$ cat config.mk
export PLATFORM = sky130hd
export DESIGN_NAME = gpps_top
export DESIGN_NICKNAME = d
export VERILOG_FILES = /design/src/include/gpps_pkg.sv /design/src/core/gpps_top.sv /design/src/core/gpps_pin.sv /design/src/core/gpps_port_irq.sv
export SDC_FILE = /design/constraint.sdc
export NUM_CORES = 1
export LEC_CHECK = 0
export BUFFER_PORTS_ARGS = -buffer_cell sky130_fd_sc_hd__buf_2
export CELL_PAD_IN_SITES_DETAIL_PLACEMENT = 1
export CELL_PAD_IN_SITES_GLOBAL_PLACEMENT = 1
export CORE_MARGIN = 10
export CORE_UTILIZATION = 43
export DETAILED_ROUTE_END_ITERATION = 6
export PLACE_DENSITY_LB_ADDON = 0.08
export SETUP_SLACK_MARGIN = 0.5
export SLEW_MARGIN = 20
export SYNTH_ARGS = -nofsm -noshare
export SYNTH_HDL_FRONTEND = slang
export SYNTH_HIERARCHICAL = 1
export SYNTH_SLANG_ARGS = --single-unit
$ cat constraint.sdc
create_clock -name clock -period 2 [get_ports clock]
set_input_delay 0.4 -clock clock [delete_from_list [all_inputs] [get_ports clock]]
set_output_delay 0.4 -clock clock [all_outputs]
set_load 0.01 [all_outputs]
$ cat src/include/gpps_pkg.sv
// Package: constants and types for the general-purpose pin subsystem
package gpps_pkg;

  // ----------------------------------------------------------------
  // Sizes
  // ----------------------------------------------------------------
  localparam int GPPS_NUM_PINS = 19;
  localparam int GPPS_NUM_PORTS = 3;
  localparam int GPPS_PORT_W = 8;
  localparam int GPPS_SEL_W = 3;
  localparam int GPPS_MODE_W = 3;

  // ----------------------------------------------------------------
  // Drive modes, one code per mode
  // ----------------------------------------------------------------
  typedef enum logic [GPPS_MODE_W-1:0] {
    GPPS_DM_OFF_IN  = 3'h0,
    GPPS_DM_WU_SD   = 3'h1,
    GPPS_DM_SU_WD   = 3'h2,
    GPPS_DM_OD_LO   = 3'h3,
    GPPS_DM_OD_HI   = 3'h4,
    GPPS_DM_STRONG  = 3'h5,
    GPPS_DM_DISABLE = 3'h6,
    GPPS_DM_WEAK    = 3'h7
  } gpps_mode_type;

  // Slew settings
  localparam logic GPPS_SLEW_FAST = 1'h0;
  localparam logic GPPS_SLEW_SLOW = 1'h1;

  // Threshold types
  localparam logic GPPS_VT_CMOS = 1'h0;
  localparam logic GPPS_VT_LVTTL = 1'h1;

  // Interrupt edge select codes
  localparam logic [1:0] GPPS_EDGE_OFF = 2'h0;
  localparam logic [1:0] GPPS_EDGE_RISE = 2'h1;
  localparam logic [1:0] GPPS_EDGE_FALL = 2'h2;
  localparam logic [1:0] GPPS_EDGE_BOTH = 2'h3;

  // Matrix source zero is the firmware output register
  localparam logic [GPPS_SEL_W-1:0] GPPS_SEL_FW = 3'h0;

  // Reset values
  localparam logic [GPPS_NUM_PINS-1:0] GPPS_RST_ZERO = 19'h0_0000;

  // Per-pin configuration
  typedef struct packed {
    gpps_mode_type mode;
    logic vtrip;
    logic slew;
    logic in_dis;
    logic out_dis;
    logic [1:0] edge_sel;
    logic [GPPS_SEL_W-1:0] sel;
  } gpps_cfg_type;

  // Per-pin analog-side drive controls
  typedef struct packed {
    logic strong_up;
    logic strong_dn;
    logic weak_up;
    logic weak_dn;
    logic in_en;
    logic vtrip;
    logic slew;
  } gpps_pad_type;

  // Decode the drive mode and data bit into pad driver enables
  function automatic logic [3:0] gpps_drive(input gpps_mode_type m, input logic d);
    logic [3:0] r;
    r = 4'h0;
    case (m)
      GPPS_DM_WU_SD: r = d ? 4'b0010 : 4'b0100;
      GPPS_DM_SU_WD: r = d ? 4'b1000 : 4'b0001;
      GPPS_DM_OD_LO: r = d ? 4'b0000 : 4'b0100;
      GPPS_DM_OD_HI: r = d ? 4'b1000 : 4'b0000;
      GPPS_DM_STRONG: r = d ? 4'b1000 : 4'b0100;
      GPPS_DM_WEAK: r = d ? 4'b0010 : 4'b0001;
      default: r = 4'h0;
    endcase
    return r;
  endfunction

endpackage

$ cat src/core/gpps_top.sv
// Top of the general-purpose pin subsystem
// Notes on behaviour
// - Each pin has eight drive modes, from input only to weak both.
// - Each pin input selects CMOS or low-voltage TTL threshold.
// - Input and output disables per pin, set independently.
// - Hold mode freezes pad state so pins keep driving in deep sleep.
// - Output slew rate selectable per pin.
// - Pins forced disabled during power-on and any reset.
// - Per-pin matrix picks which internal signal drives or observes the pin.
// - Fixed-function pins bypass the general matrix.
// - Output register holds driven values; pin-state register returns real levels.
// - Configuration written by software through per-port register sets.
// - A pin raises an interrupt only when enabled.
// - Each port merges its pin interrupts into one request line.
// - In deep sleep ports either retain state or stay operational, per config.
// - Deep sleep ended by reset sends all pins to high impedance.
// - Deep sleep ended by interrupt keeps pins held until firmware releases them with unfreeze.
// - Nineteen pins; serial bus and debug pins usable as general pins.
`timescale 1ns/1ps
module gpps_top
  import gpps_pkg::*;
#(
  parameter int NPINS = GPPS_NUM_PINS,
  parameter int NSRC = 8
) (
  input wire logic clock, // 25 MHz system clock
  input wire logic nrst, // Synchronous reset, active low
  input wire logic cfg_we, // Configuration write strobe
  input wire logic [1:0] cfg_port, // Port addressed by the write
  input wire logic [GPPS_PORT_W-1:0] cfg_pin_mask, // Pins of that port written
  input wire gpps_cfg_type cfg_data, // Configuration written
  input wire logic out_we, // Output data write strobe
  input wire logic [NPINS-1:0] out_data, // Output data written
  input wire logic [NPINS-1:0] irq_clr, // Interrupt flag clear, one per pin
  input wire logic [NSRC*NPINS-1:0] periph_out, // Peripheral outputs, NSRC per pin
  input wire logic [NPINS-1:0] fixed_en, // Pin owned by a fixed-function block
  input wire logic [NPINS-1:0] fixed_out, // Fixed-function output data
  input wire logic sleep_req, // Enter deep sleep
  input wire logic sleep_retain, // Retain pins in deep sleep, else keep running
  input wire logic wake_irq, // Wake by interrupt event
  input wire logic wake_rst, // Wake by reset
  input wire logic unfreeze, // Firmware releases retained pins
  input wire logic [NPINS-1:0] pad_in, // Pin levels
  output gpps_pad_type [NPINS-1:0] pad_ctl, // Pad driver controls
  output logic [NPINS-1:0] out_reg, // Output data register
  output logic [NPINS-1:0] pin_state, // Pin state register
  output logic [NPINS-1:0] periph_in, // Input seen by the selected peripheral
  output logic [NPINS-1:0] irq_flags, // Sticky pin flags
  output logic [GPPS_NUM_PORTS-1:0] port_irq, // One request per port
  output logic frozen // Pins retained
);

  // ----------------------------------------------------------------
  // Port layout: pins 0..7 port 0, 8..15 port 1, rest port 2
  // ----------------------------------------------------------------
  function automatic int port_of(input int p);
    return p / GPPS_PORT_W;
  endfunction

  typedef enum logic [1:0] {
    GPPS_ST_ACTIVE,
    GPPS_ST_SLEEP_RUN,
    GPPS_ST_SLEEP_HOLD,
    GPPS_ST_RETAIN
  } gpps_state_type;

  gpps_state_type state_r;
  gpps_cfg_type cfg_r [NPINS];
  logic [NPINS-1:0] out_r;
  logic [NPINS-1:0] dout;
  logic [NPINS-1:0] level;
  logic hold;
  logic force_off;
  logic [GPPS_PORT_W*GPPS_NUM_PORTS-1:0] lvl_ext;
  logic [GPPS_PORT_W*GPPS_NUM_PORTS-1:0] clr_ext;
  logic [GPPS_PORT_W*GPPS_NUM_PORTS-1:0] flag_ext;
  logic [2*GPPS_PORT_W*GPPS_NUM_PORTS-1:0] edge_ext;
  logic [GPPS_NUM_PORTS-1:0] irq_w;
  logic force_r;

  // ----------------------------------------------------------------
  // Per-port configuration registers
  // ----------------------------------------------------------------
  always_ff @(posedge clock) begin
    for (int p = 0; p < NPINS; p++) begin
      if (!nrst) begin
        cfg_r[p] <= '{mode: GPPS_DM_DISABLE, default: '0};
      end else if (cfg_we && (cfg_port == 2'(port_of(p))) && cfg_pin_mask[p % GPPS_PORT_W]) begin
        cfg_r[p] <= cfg_data;
      end
    end
  end

  always_ff @(posedge clock) begin
    if (!nrst) begin
      out_r <= GPPS_RST_ZERO;
    end else if (out_we) begin
      out_r <= out_data;
    end
  end

  always_ff @(posedge clock) begin
    if (!nrst) begin
      out_reg <= GPPS_RST_ZERO;
    end else begin
      out_reg <= out_r;
    end
  end

  // ----------------------------------------------------------------
  // Signal matrix
  // ----------------------------------------------------------------
  always_comb begin
    for (int p = 0; p < NPINS; p++) begin
      if (fixed_en[p]) begin
        dout[p] = fixed_out[p];
      end else if (cfg_r[p].sel == GPPS_SEL_FW) begin
        dout[p] = out_r[p];
      end else begin
        dout[p] = periph_out[p*NSRC + int'(cfg_r[p].sel)];
      end
    end
  end

  always_ff @(posedge clock) begin
    for (int p = 0; p < NPINS; p++) begin
      if (!nrst) begin
        periph_in[p] <= 1'b0;
      end else begin
        periph_in[p] <= (!fixed_en[p] && cfg_r[p].sel != GPPS_SEL_FW) ? level[p] : 1'b0;
      end
    end
  end

  // ----------------------------------------------------------------
  // Deep sleep retention
  // ----------------------------------------------------------------
  always_ff @(posedge clock) begin
    if (!nrst) begin
      state_r <= GPPS_ST_ACTIVE;
    end else begin
      case (state_r)
        GPPS_ST_ACTIVE: begin
          if (sleep_req) begin
            state_r <= sleep_retain ? GPPS_ST_SLEEP_HOLD : GPPS_ST_SLEEP_RUN;
          end
        end
        GPPS_ST_SLEEP_RUN: begin
          if (wake_rst || wake_irq) begin
            state_r <= GPPS_ST_ACTIVE;
          end
        end
        GPPS_ST_SLEEP_HOLD: begin
          if (wake_rst) begin
            state_r <= GPPS_ST_ACTIVE;
          end else if (wake_irq) begin
            state_r <= GPPS_ST_RETAIN;
          end
        end
        GPPS_ST_RETAIN: begin
          if (unfreeze) begin
            state_r <= GPPS_ST_ACTIVE;
          end
        end
        default: state_r <= GPPS_ST_ACTIVE;
      endcase
    end
  end

  assign hold = (state_r == GPPS_ST_SLEEP_HOLD) || (state_r == GPPS_ST_RETAIN);

  // Reset wake from any sleep drops the pads to high impedance
  always_ff @(posedge clock) begin
    if (!nrst) begin
      force_r <= 1'b1;
    end else begin
      force_r <= wake_rst && (state_r != GPPS_ST_ACTIVE);
    end
  end

  assign force_off = force_r;

  always_ff @(posedge clock) begin
    if (!nrst) begin
      frozen <= 1'b0;
    end else begin
      frozen <= hold;
    end
  end

  // ----------------------------------------------------------------
  // Pins
  // ----------------------------------------------------------------
  for (genvar g = 0; g < NPINS; g++) begin : g_pin
    gpps_pin u_pin (
      .clock(clock),
      .nrst(nrst),
      .cfg(cfg_r[g]),
      .dout(dout[g]),
      .hold(hold),
      .force_off(force_off),
      .pad_in(pad_in[g]),
      .pad_r(pad_ctl[g]),
      .level_r(level[g])
    );
  end

  always_ff @(posedge clock) begin
    if (!nrst) begin
      pin_state <= GPPS_RST_ZERO;
    end else begin
      pin_state <= level;
    end
  end

  // ----------------------------------------------------------------
  // Interrupts, one block per port
  // ----------------------------------------------------------------
  always_comb begin
    lvl_ext = '0;
    clr_ext = '0;
    edge_ext = '0;
    for (int p = 0; p < NPINS; p++) begin
      lvl_ext[p] = level[p];
      clr_ext[p] = irq_clr[p];
      edge_ext[2*p +: 2] = cfg_r[p].edge_sel;
    end
  end

  for (genvar q = 0; q < GPPS_NUM_PORTS; q++) begin : g_port
    gpps_port_irq #(
      .WIDTH(GPPS_PORT_W)
    ) u_irq (
      .clock(clock),
      .nrst(nrst),
      .level(lvl_ext[q*GPPS_PORT_W +: GPPS_PORT_W]),
      .edge_sel(edge_ext[2*q*GPPS_PORT_W +: 2*GPPS_PORT_W]),
      .clr(clr_ext[q*GPPS_PORT_W +: GPPS_PORT_W]),
      .flag_r(flag_ext[q*GPPS_PORT_W +: GPPS_PORT_W]),
      .irq_r(irq_w[q])
    );
  end

  assign irq_flags = flag_ext[NPINS-1:0];
  assign port_irq = irq_w;

endmodule // gpps_top

$ cat src/core/gpps_pin.sv
// Single pin: drive decode, hold latch and input sampling
`timescale 1ns/1ps
module gpps_pin
  import gpps_pkg::*;
(
  input wire logic clock, // System clock
  input wire logic nrst, // Synchronous reset, active low
  input wire gpps_cfg_type cfg, // Pin configuration
  input wire logic dout, // Routed output data
  input wire logic hold, // Freeze pad controls
  input wire logic force_off, // Force disabled state
  input wire logic pad_in, // Level seen at the pad
  output gpps_pad_type pad_r, // Pad controls
  output logic level_r // Sampled pin level
);

  logic [3:0] drv;

  always_comb begin
    drv = gpps_drive(cfg.mode, dout);
    if (cfg.out_dis) begin
      drv = 4'h0;
    end
  end

  // ----------------------------------------------------------------
  // Pad controls; hold keeps the last state
  // ----------------------------------------------------------------
  always_ff @(posedge clock) begin
    if (!nrst || force_off) begin
      pad_r <= '0;
    end else if (!hold) begin
      pad_r.strong_up <= drv[3];
      pad_r.strong_dn <= drv[2];
      pad_r.weak_up <= drv[1];
      pad_r.weak_dn <= drv[0];
      pad_r.in_en <= !cfg.in_dis && (cfg.mode != GPPS_DM_DISABLE);
      pad_r.vtrip <= cfg.vtrip;
      pad_r.slew <= cfg.slew;
    end
  end

  always_ff @(posedge clock) begin
    if (!nrst) begin
      level_r <= 1'b0;
    end else begin
      level_r <= pad_r.in_en ? pad_in : 1'b0;
    end
  end

endmodule // gpps_pin

$ cat src/core/gpps_port_irq.sv
// Per-port interrupt flags and request
`timescale 1ns/1ps
module gpps_port_irq
  import gpps_pkg::*;
#(
  parameter int WIDTH = GPPS_PORT_W
) (
  input wire logic clock, // System clock
  input wire logic nrst, // Synchronous reset, active low
  input wire logic [WIDTH-1:0] level, // Sampled pin levels
  input wire logic [2*WIDTH-1:0] edge_sel, // Edge select per pin
  input wire logic [WIDTH-1:0] clr, // Flag clear strobes
  output logic [WIDTH-1:0] flag_r, // Sticky flags
  output logic irq_r // Port request
);

  logic [WIDTH-1:0] prev_r;
  logic [WIDTH-1:0] hit;

  always_comb begin
    for (int i = 0; i < WIDTH; i++) begin
      case (edge_sel[2*i +: 2])
        GPPS_EDGE_RISE: hit[i] = level[i] && !prev_r[i];
        GPPS_EDGE_FALL: hit[i] = !level[i] && prev_r[i];
        GPPS_EDGE_BOTH: hit[i] = level[i] ^ prev_r[i];
        default: hit[i] = 1'b0;
      endcase
    end
  end

  always_ff @(posedge clock) begin
    if (!nrst) begin
      prev_r <= '0;
    end else begin
      prev_r <= level;
    end
  end

  // Set wins over clear
  always_ff @(posedge clock) begin
    if (!nrst) begin
      flag_r <= '0;
    end else begin
      flag_r <= (flag_r & ~clr) | hit;
    end
  end

  always_ff @(posedge clock) begin
    if (!nrst) begin
      irq_r <= 1'b0;
    end else begin
      irq_r <= |((flag_r & ~clr) | hit);
    end
  end

endmodule // gpps_port_irq

* Yosys cells after proc, flatten, opt, wreduce, memory -nomap -nowiden
Memory sizes are Yosys's and may differ from the RTL's.
Cells that the tools add are included.
** Word-level totals
- Input bits :: 278
- Memories :: 1
- Word-level logic and storage cells :: 1081
- Bits in registers :: 278
- Memory bits (writable) :: 228
** Cells by class
- $add $sub $neg :: 18
- Muxes and demuxes :: 349
- Bitwise gates (word level) :: 47
- Reduce and logical (&&, ||, !) cells :: 262
- Eq/ne operators :: 199
- $lt $le $gt $ge :: 19
** Memory list
- cfg_r :: depth 19, bits a word 12, rd ports 19, clocked after Yosys merged registers in 0, write ports 19, line gpps_top.sv:68 : gpps_cfg_type cfg_r [NPINS];
** Operator list (number)
- $pmux W4 S6 :: 19
- $mux W4 :: 76
- $mux W12 :: 19
- $eq A3 B3 Y1 const B :: 57
- $bmux W1 S8 :: 18
- $mux W1 :: 133
- $eq A3 B2 Y1 const B :: 38
- $mux W3 :: 38
- $logic_and A1 B1 Y1 :: 99
- $eq A2 B2 Y1 const B :: 41
- $logic_not A1 Y1 :: 77
- $reduce_and A2 Y1 :: 38
- $lt A8 B9 Y1 const B :: 8
- $add A7 B3 Y8 const A :: 8
- $ne A3 B3 Y1 const B :: 20
- $eq A3 B1 Y1 const B :: 19
- $logic_not A3 Y1 :: 19
- $pmux W1 S3 :: 19
- $reduce_bool A3 Y1 :: 19
- $mux W2 :: 25
- $eq A2 B1 Y1 const B :: 21
- $lt A7 B9 Y1 const B :: 4
- $add A6 B3 Y7 const A :: 4
- $add A8 B3 Y9 const A :: 3
- 21 further kinds :: 72

* Longest topological paths before layout
Gate-level depths: netlist of the first run.
An unclocked memory read counts as a cell.
- Depth after elaboration :: 10
- Gate-level depth with buffers :: 7
- Gate-level depth less buffers :: 7

* Modules after synthesis
Netlist of the first run, hierarchy kept.
** By module, submodules not included
- gpps_top :: cells an instance 995, seq. area each 8448.1 µm², area an instance 13102.6 µm², times used 1
- gpps_pin :: cells an instance 36, seq. area each 160.2 µm², area an instance 342.8 µm², times used 19
- gpps_port_irq :: cells an instance 117, seq. area each 340.3 µm², area an instance 1022.2 µm², times used 3

* Least setup slack after synthesis of the first run
Ideal clock, no wire load.
- Path kind :: input to register
- Start :: input port cfg_port[0]
- End :: memory cfg_r[4][0] (netlist bit) (enable)
- Slack :: 0.127 ns
- Buffers on the path :: 0
- Data arrival time :: 1.475 ns
- Cell stages on the path :: 2
- Cells stage by stage :: nand3b_1 -> o21ai_0
** RTL lines
- start, declared :: line gpps_top.sv:29 : input wire logic [1:0] cfg_port,
- end, declared :: line gpps_top.sv:68

==> results of run 1 <==
-- through the flow --
| stage | hold WS [ns] | instances |
|---|---|---|
| 2_1_floorplan | 0.444 | 2065 |
| 3_3_place_gp | 0.454 | 3173 |
| 3_5_place_dp | 0.456 | 3173 |
| 4_1_cts | 0.000165 | 3329 |
| 5_1_grt | 0.0121 | 3346 |
| 6_report | 0.0296 | 3349 |
-- how the worst min path moves through the flow --
stage	from	to	slack [ns]
6_report	fixed_en[14]	periph_in[14]	0.03
3_5_place_dp	g_pin[5].u_pin/pad_r[6]	g_pin[5].u_pin/pad_r[6]	0.46
3_3_place_gp	g_pin[0].u_pin/pad_r[4]	g_pin[0].u_pin/pad_r[4]	0.45
5_1_grt	fixed_en[2]	periph_in[2]	0.01
2_1_floorplan	out_r[0]	out_reg[0]	0.44
4_1_cts	fixed_en[17]	periph_in[17]	0.0002
-- worst max-delay path: stages (launching register included) --
cell and delay (ns):
edfxtp_1 0.50, mux2i_1 0.16, mux4_2 0.51, o21ai_4 0.25, nor3_4 0.06, a32oi_1 0.21
nor2_1 0.06
-- cell families after synthesis --
| group | count (synthesis) | share of synthesized area (%) |
|---|---|---|
| xor+xnor | 38 | 1.47 |
| flops | 511 | 55.2 |
| buf+inv | 208 | 4.82 |
| simple gates | 838 | 21.5 |
| fa+ha+maj | 48 | 2.65 |
| mux | 160 | 7.49 |
| compound gates | 226 | 6.93 |
| other cells | 1 | 0.0165 |
-- cell type report --
class                           instances  area, sq um  share of cell area (%)
Multi-Input combinational cell       1346        10500                    34.2
Antenna cell                            5         12.5                  0.0409
Timing Repair Buffer                  580         4120                    13.5
Sequential cell                       511        12800                    41.8
Clock inverter                         23          245                   0.802
Inverter                              116          445                    1.46
Tap cell                              688          861                    2.82
Clock buffer                           80         1660                    5.42
-- synth_stat cells (22+ instances only) --
cell type,number
inv_1,113
and3_1,209
o21ai_0,27
edfxtp_1,228
a32oi_1,59
buf_6,38
o21ai_1,22
clkbuf_1,45
and2_1,106
nand2b_1,73
nor2_1,133
mux2i_1,109
nor3b_1,35
a21oi_1,39
dfxtp_1,283
ha_1,48
o22ai_1,35
xnor2_1,38
nor2b_1,39
mux2_2,48
nand2_1,149
-- routing by layer --
layer	routed length, um	track usage (%)	vias up
li1	-	-	8372
met1	31900	28.3	9050
met5	26	0	-
met2	41500	44.1	474
met4	2210	7.84	4
met3	4280	4.92	119
-- repair_timing --
item	4_1_cts	5_1_grt
hold buffers	6	0
buffers inserted	47	15
endpoints found under the hold margin	6	0
endpoints found under the setup margin	230	126
pin swaps	56	54
gates resized for setup	405	82
-- power by group through the flow --
stage	combinational [mW]	clock, mW	sequential [mW]
CTS	2.87	10.8	11.9
finish	2.95	10.7	11.9
floorplan	1.53	0	12.0
global route	3.16	11.3	12.0
global placement	2.49	0	12.1
detailed placement	2.58	0	12.1
==> qor.yml, run 1 <==
dr_total_vias: 18000
ir_drop_mv: 0.606
place.gp.congestion: 0.839
wirelength_um: 79900
holdPathStages: 2
place_ws_ns: -0.0161
status: "completed"
cp.required_ns: 2.47
tns_ns: 0
min_period_ns: 1.88
path_class: "flip-flop to flip-flop"
ys_async_sr_fraction_pct: 0
tritoncts: "done"
drive_above_1_share_pct: 40.1
pwr-share-comb_pct: 11.5
wl_per_cell_um: 23.9
synth_top_area_share_pct: 30.2
finalWorstSetupSlack_ns: 0.121
final_common_cell: "buf_2"
finalPower_mw: 25.6
core_sq_um: 52400
ys_top_cells_by_area: "edfxtp_1 (30%), dfxtp_1 (25%), and3_1 (5.8%)"
grt_pass1_wl_um: 118000
final_area_sq_um: 30600
grt_usage_pct: 24.4
fmax_mhz: 532
synthDistinctLibCells: 50
htreeDepth: 2
timing.slew.headroom_pct: 45.5
clock_skew_ns: 0.0105
maxCapViolCount: 0
cts_root_buf: "clkbuf_16"
top_regs: "cfg_r (228), g_pin.u_pin/pad_r (133)"
switching_power_mw: 6.44
die_w_um: 250
post-route-util_pct: 58.3
rr_startpoint: "cfg_r[3][24]"
synth_seq_cells: 511
synthCells: 2030
worstSetupStartpointType: "flip-flop"
post-route-period-util_pct: 94.0
numCtsBuffers: 55
r2r-end: "g_pin[14].u_pin/pad_r[3]"
syn_area_per_cell_sq_um: 11.2
ant_nets: 0
ys_warn_count: 6
yosysTopAreaCell: "edfxtp_1"
io_buffers: 471
fillers: 5584
critPathMaxFanout: 5
r2r_cells: 6
setup_viol: 0
grt_pass1_vias: 19400
antenna_found_initial: 9
path_clk_slew_ns: 0.06
postPlaceCellArea_sq_um: 26500
seqPwrFrac_pct: 46.6
most-common-layout-cells: "buf_2 (336), edfxtp_1 (228), and3_1 (209), dfxtp_2 (152)"
row_count: 84
cts.sinks: 511
place_hpwl_um: 54300
power_frac_clock_pct: 41.9
first_pass_iters: 5
drt_iter0_markers: 878
grt-ovfl-total: 0
cp-endpoint: "g_pin[14].u_pin/pad_r[3]"
nets: 2936
critPathLaunch: "cfg_r[3][24]"
p_per_area_nw_per_um2: 837
start_util_pct: 43.3
dieArea_sq_um: 62300
rrSetupSlack_ns: 0.12
cp.arrival_ns: 2.35
floorplan.io_pins: 491
synth_edf_count: 228
vias_per_cell: 5.38
drcViolationCount: 0
rsz0062_at_grt: "true"
hold_class: "input pin to flip-flop"
clkLatencyLatePin_ns: 0.60
hold_viol_final: 0
synthesis.area_sq_um: 22700
ys_seq_area_share_pct: 55.2
regMostFlops: "cfg_r"
p_leak_nw: 13.0
die_h_um: 250
cell_internal_pwr_mw: 19.1
synth_flop_cell: "dfxtp_1"
clockBufferDepth: 3
drv_slew: 0
largest_register_ffs: 228
worst_pin_slew_ns: 0.818
grt_max_degree: 89
swShare_pct: 25.2
cp-end-kind: "flip-flop"
area_delta_synth_final_pct: 34.7
Power figures use the tool's default switching activity.
==> inputs of run 2 (changes only) <==
--- a/config.mk
+++ b/config.mk
@@ -11,7 +11,7 @@
 export CORE_MARGIN = 10
 export CORE_UTILIZATION = 43
 export DETAILED_ROUTE_END_ITERATION = 6
-export PLACE_DENSITY_LB_ADDON = 0.08
+export PLACE_DENSITY_LB_ADDON = 0.15
 export SETUP_SLACK_MARGIN = 0.5
 export SLEW_MARGIN = 20
 export SYNTH_ARGS = -nofsm -noshare
==> constraint.sdc (replaced) <==
create_clock -name clock -period 2 [get_ports clock]
set_input_delay 0.4 -clock clock [delete_from_list [all_inputs] [get_ports clock]]
set_output_delay 0.4 -clock clock [all_outputs]
set_load 0.02 [all_outputs]
==> run 2 against run 1 <==
  * First-iteration DRC count up 24%
  * Global-route usage is 0.61 points higher
  * Count of clock-buffer cells in the layout is 2 lower
  * Maximum frequency is 1.6% lower
  * Cell count is 0.51% higher
  * Flip-flop and latch count stayed put
  * Via count increased by 0.76%
  * Hold slack better by 0.0082 ns
  * Final area up 1.5%
  * Power increased by 0.25%
==> qor.yml, run 2 (same netlist as run 1, synthesis figures left out) <==
fillers: 5478  # -1.9%
grt_usage_pct: 25.0  # +0.61 points
row_count: 84  # unchanged
tns_ns: 0  # unchanged
critPathLaunch: "cfg_r[3][36]"
setup_viol: 0  # unchanged
grt_max_degree: 70  # -21%
antenna_found_initial: 10  # +1
area_delta_synth_final_pct: 36.7
wirelength_um: 81700  # +2.1%
fmax_mhz: 524  # -1.6%
start_util_pct: 43.3  # unchanged
die_w_um: 250  # unchanged
holdPathEnd: "periph_in[3]"
io_buffers: 471  # unchanged
seqPwrFrac_pct: 46.5  # about the same
postPlaceCellArea_sq_um: 26500  # +0.14%
rsz0062_at_grt: "true"
swShare_pct: 25.3  # +0.15 points
maxCapViolCount: 0  # unchanged
hold_class: "input pin to flip-flop"
nets: 2954  # +0.61%
vias_per_cell: 5.39  # +0.25%
path_clk_slew_ns: 0.06  # about the same
worstSetupStartpointType: "flip-flop"
ir_drop_mv: 0.667  # +10%
drt_iter0_markers: 1086  # +24%
drive_above_1_share_pct: 40.6  # +0.48 points
regMostFlops: "cfg_r"
critPathMaxFanout: 5  # unchanged
grt_pass1_wl_um: 121000  # +2.3%
r2r-end: "g_pin[15].u_pin/pad_r[5]"
post-route-period-util_pct: 95.5  # +1.5 points
clkLatencyLatePin_ns: 0.60  # about the same
largest_register_ffs: 228  # unchanged
clock_skew_ns: 0.0115  # +0.000941 ns
most-common-layout-cells: "buf_2 (275), edfxtp_1 (228), and3_1 (209), buf_6 (173), dfxtp_2 (169)"
p_leak_nw: 13.1  # +0.91%
top_regs: "cfg_r (228), g_pin.u_pin/pad_r (133)"
rrSetupSlack_ns: 0.09  # -0.03 ns
hold_viol_final: 0  # unchanged
pwr-share-comb_pct: 12.1  # +0.6 points
place.gp.congestion: 0.846  # +0.85%
cts.sinks: 511  # unchanged
cell_internal_pwr_mw: 19.1  # about the same
path_class: "flip-flop to flip-flop"
rr_startpoint: "cfg_r[3][36]"
timing.slew.headroom_pct: 39.4  # -6.1 points
htreeDepth: 2  # unchanged
first_pass_iters: 5  # unchanged
floorplan.io_pins: 491  # unchanged
dr_total_vias: 18200  # +0.76%
power_frac_clock_pct: 41.4  # -0.5 points
die_h_um: 250  # unchanged
status: "completed"
grt_pass1_vias: 19900  # +2.6%
worst_pin_slew_ns: 0.910  # +0.0914 ns
cp-end-kind: "flip-flop"
min_period_ns: 1.91  # +0.0304 ns
ant_nets: 0  # unchanged
final_area_sq_um: 31000  # +1.5%
clockBufferDepth: 3  # unchanged
final_common_cell: "buf_2"
grt-ovfl-total: 0  # unchanged
dieArea_sq_um: 62300  # unchanged
cts_root_buf: "clkbuf_16"
numCtsBuffers: 55  # unchanged
drv_slew: 0  # unchanged
p_per_area_nw_per_um2: 827  # -1.2%
holdPathStages: 2  # unchanged
core_sq_um: 52400  # unchanged
post-route-util_pct: 59.1  # +0.85 points
r2r_cells: 6  # unchanged
switching_power_mw: 6.49  # +0.83%
drcViolationCount: 0  # unchanged
place_hpwl_um: 54600  # +0.58%
tritoncts: "done"
hold_start: "fixed_en[3]"
cp.required_ns: 2.47  # about the same
wl_per_cell_um: 24.3  # +1.6%
cp.arrival_ns: 2.38  # +0.03 ns
[run 2: changes by cell type in the layout (fill, tap and decap cells not counted), moves of 4 or more]
cell / previous run / this run
dfxtp_2: 152 / 169
buf_6: 133 / 173
a21oi_1: 37 / 33
clkinv_1: 3 / 9
a21oi_2: 2 / 6
nor2b_4: 8 / 4
buf_12: 6 / 12
dfxtp_1: 114 / 102
buf_2: 336 / 275
clkinv_2: 12 / 8
dfxtp_4: 17 / 12
buf_4: 98 / 132
[run 2: worst max-delay path by stage]
stage                               endpoint  slack, ns
finish              g_pin[15].u_pin/pad_r[5]       0.09
global route        g_pin[15].u_pin/pad_r[5]       0.02
CTS                 g_pin[15].u_pin/pad_r[5]       0.08
detailed placement  g_pin[15].u_pin/pad_r[5]       0.08
global placement    g_pin[15].u_pin/pad_r[3]       0.13
floorplan           g_pin[13].u_pin/pad_r[3]       0.33
[run 2: through the flow]
| stage | hold WS [ns] | std cells | power [mW] | setup WS, ns |
|---|---|---|---|---|
| finish | 0.0378 | 3366 | 25.6 | 0.0905 |
| global route | 0.0205 | 3363 | 26.6 | 0.0167 |
| CTS | 0.000630 | 3335 | 25.7 | 0.0779 |
| detailed placement | 0.457 | 3173 | 14.8 | 0.0842 |
| global placement | 0.453 | 3173 | 14.7 | 0.128 |
| floorplan | 0.444 | 2065 | 13.6 | 0.335 |
[run 2: final cells by class]
class	instances	area [sq um]	area share, %
Tap cell	688	861	2.78
Multi-Input combinational cell	1346	10400	33.6
Clock buffer	78	1640	5.28
Antenna cell	4	10.0	0.0323
Clock inverter	25	246	0.795
Timing Repair Buffer	598	4620	14.9
Sequential cell	511	12800	41.2
Inverter	116	440	1.42
[run 2: power by group through the flow]
| stage | clock (mW) | combinational [mW] | sequential [mW] |
|---|---|---|---|
| 6_report | 10.6 | 3.11 | 11.9 |
| 3_3_place_gp | 0 | 2.57 | 12.1 |
| 2_1_floorplan | 0 | 1.53 | 12.1 |
| 5_1_grt | 11.2 | 3.34 | 12.0 |
| 4_1_cts | 10.8 | 2.98 | 11.9 |
| 3_5_place_dp | 0 | 2.66 | 12.1 |
[run 2: metal layers]
metal  global-route usage, %  vias to the layer above  part of all wire [%]  routed length [um]
li1                        -                     8407                     -                   -
met1                    29.1                     9076                    39               32200
met2                    43.7                      533                    50               41100
met3                    5.41                      136                   6.5                5290
met4                    10.6                        4                   3.7                3060
met5                       0                        -                 0.042                  34
[run 2: timing repair]
action / in CTS / in global routing
hold buffers: 6 / 0
endpoints found under the setup margin: 270 / 153
pin swaps: 31 / 52
buffers inserted: 53 / 27
gates resized for setup: 557 / 93
hold endpoints to repair: 6 / 0
[run 2: worst max-delay path, stage by stage (launching register included)]
cell	delay, ns
edfxtp_1	0.50
mux2i_1	0.17
mux4_2	0.51
mux2i_4	0.28
nor3_4	0.05
a32oi_1	0.20
nor2_1	0.07
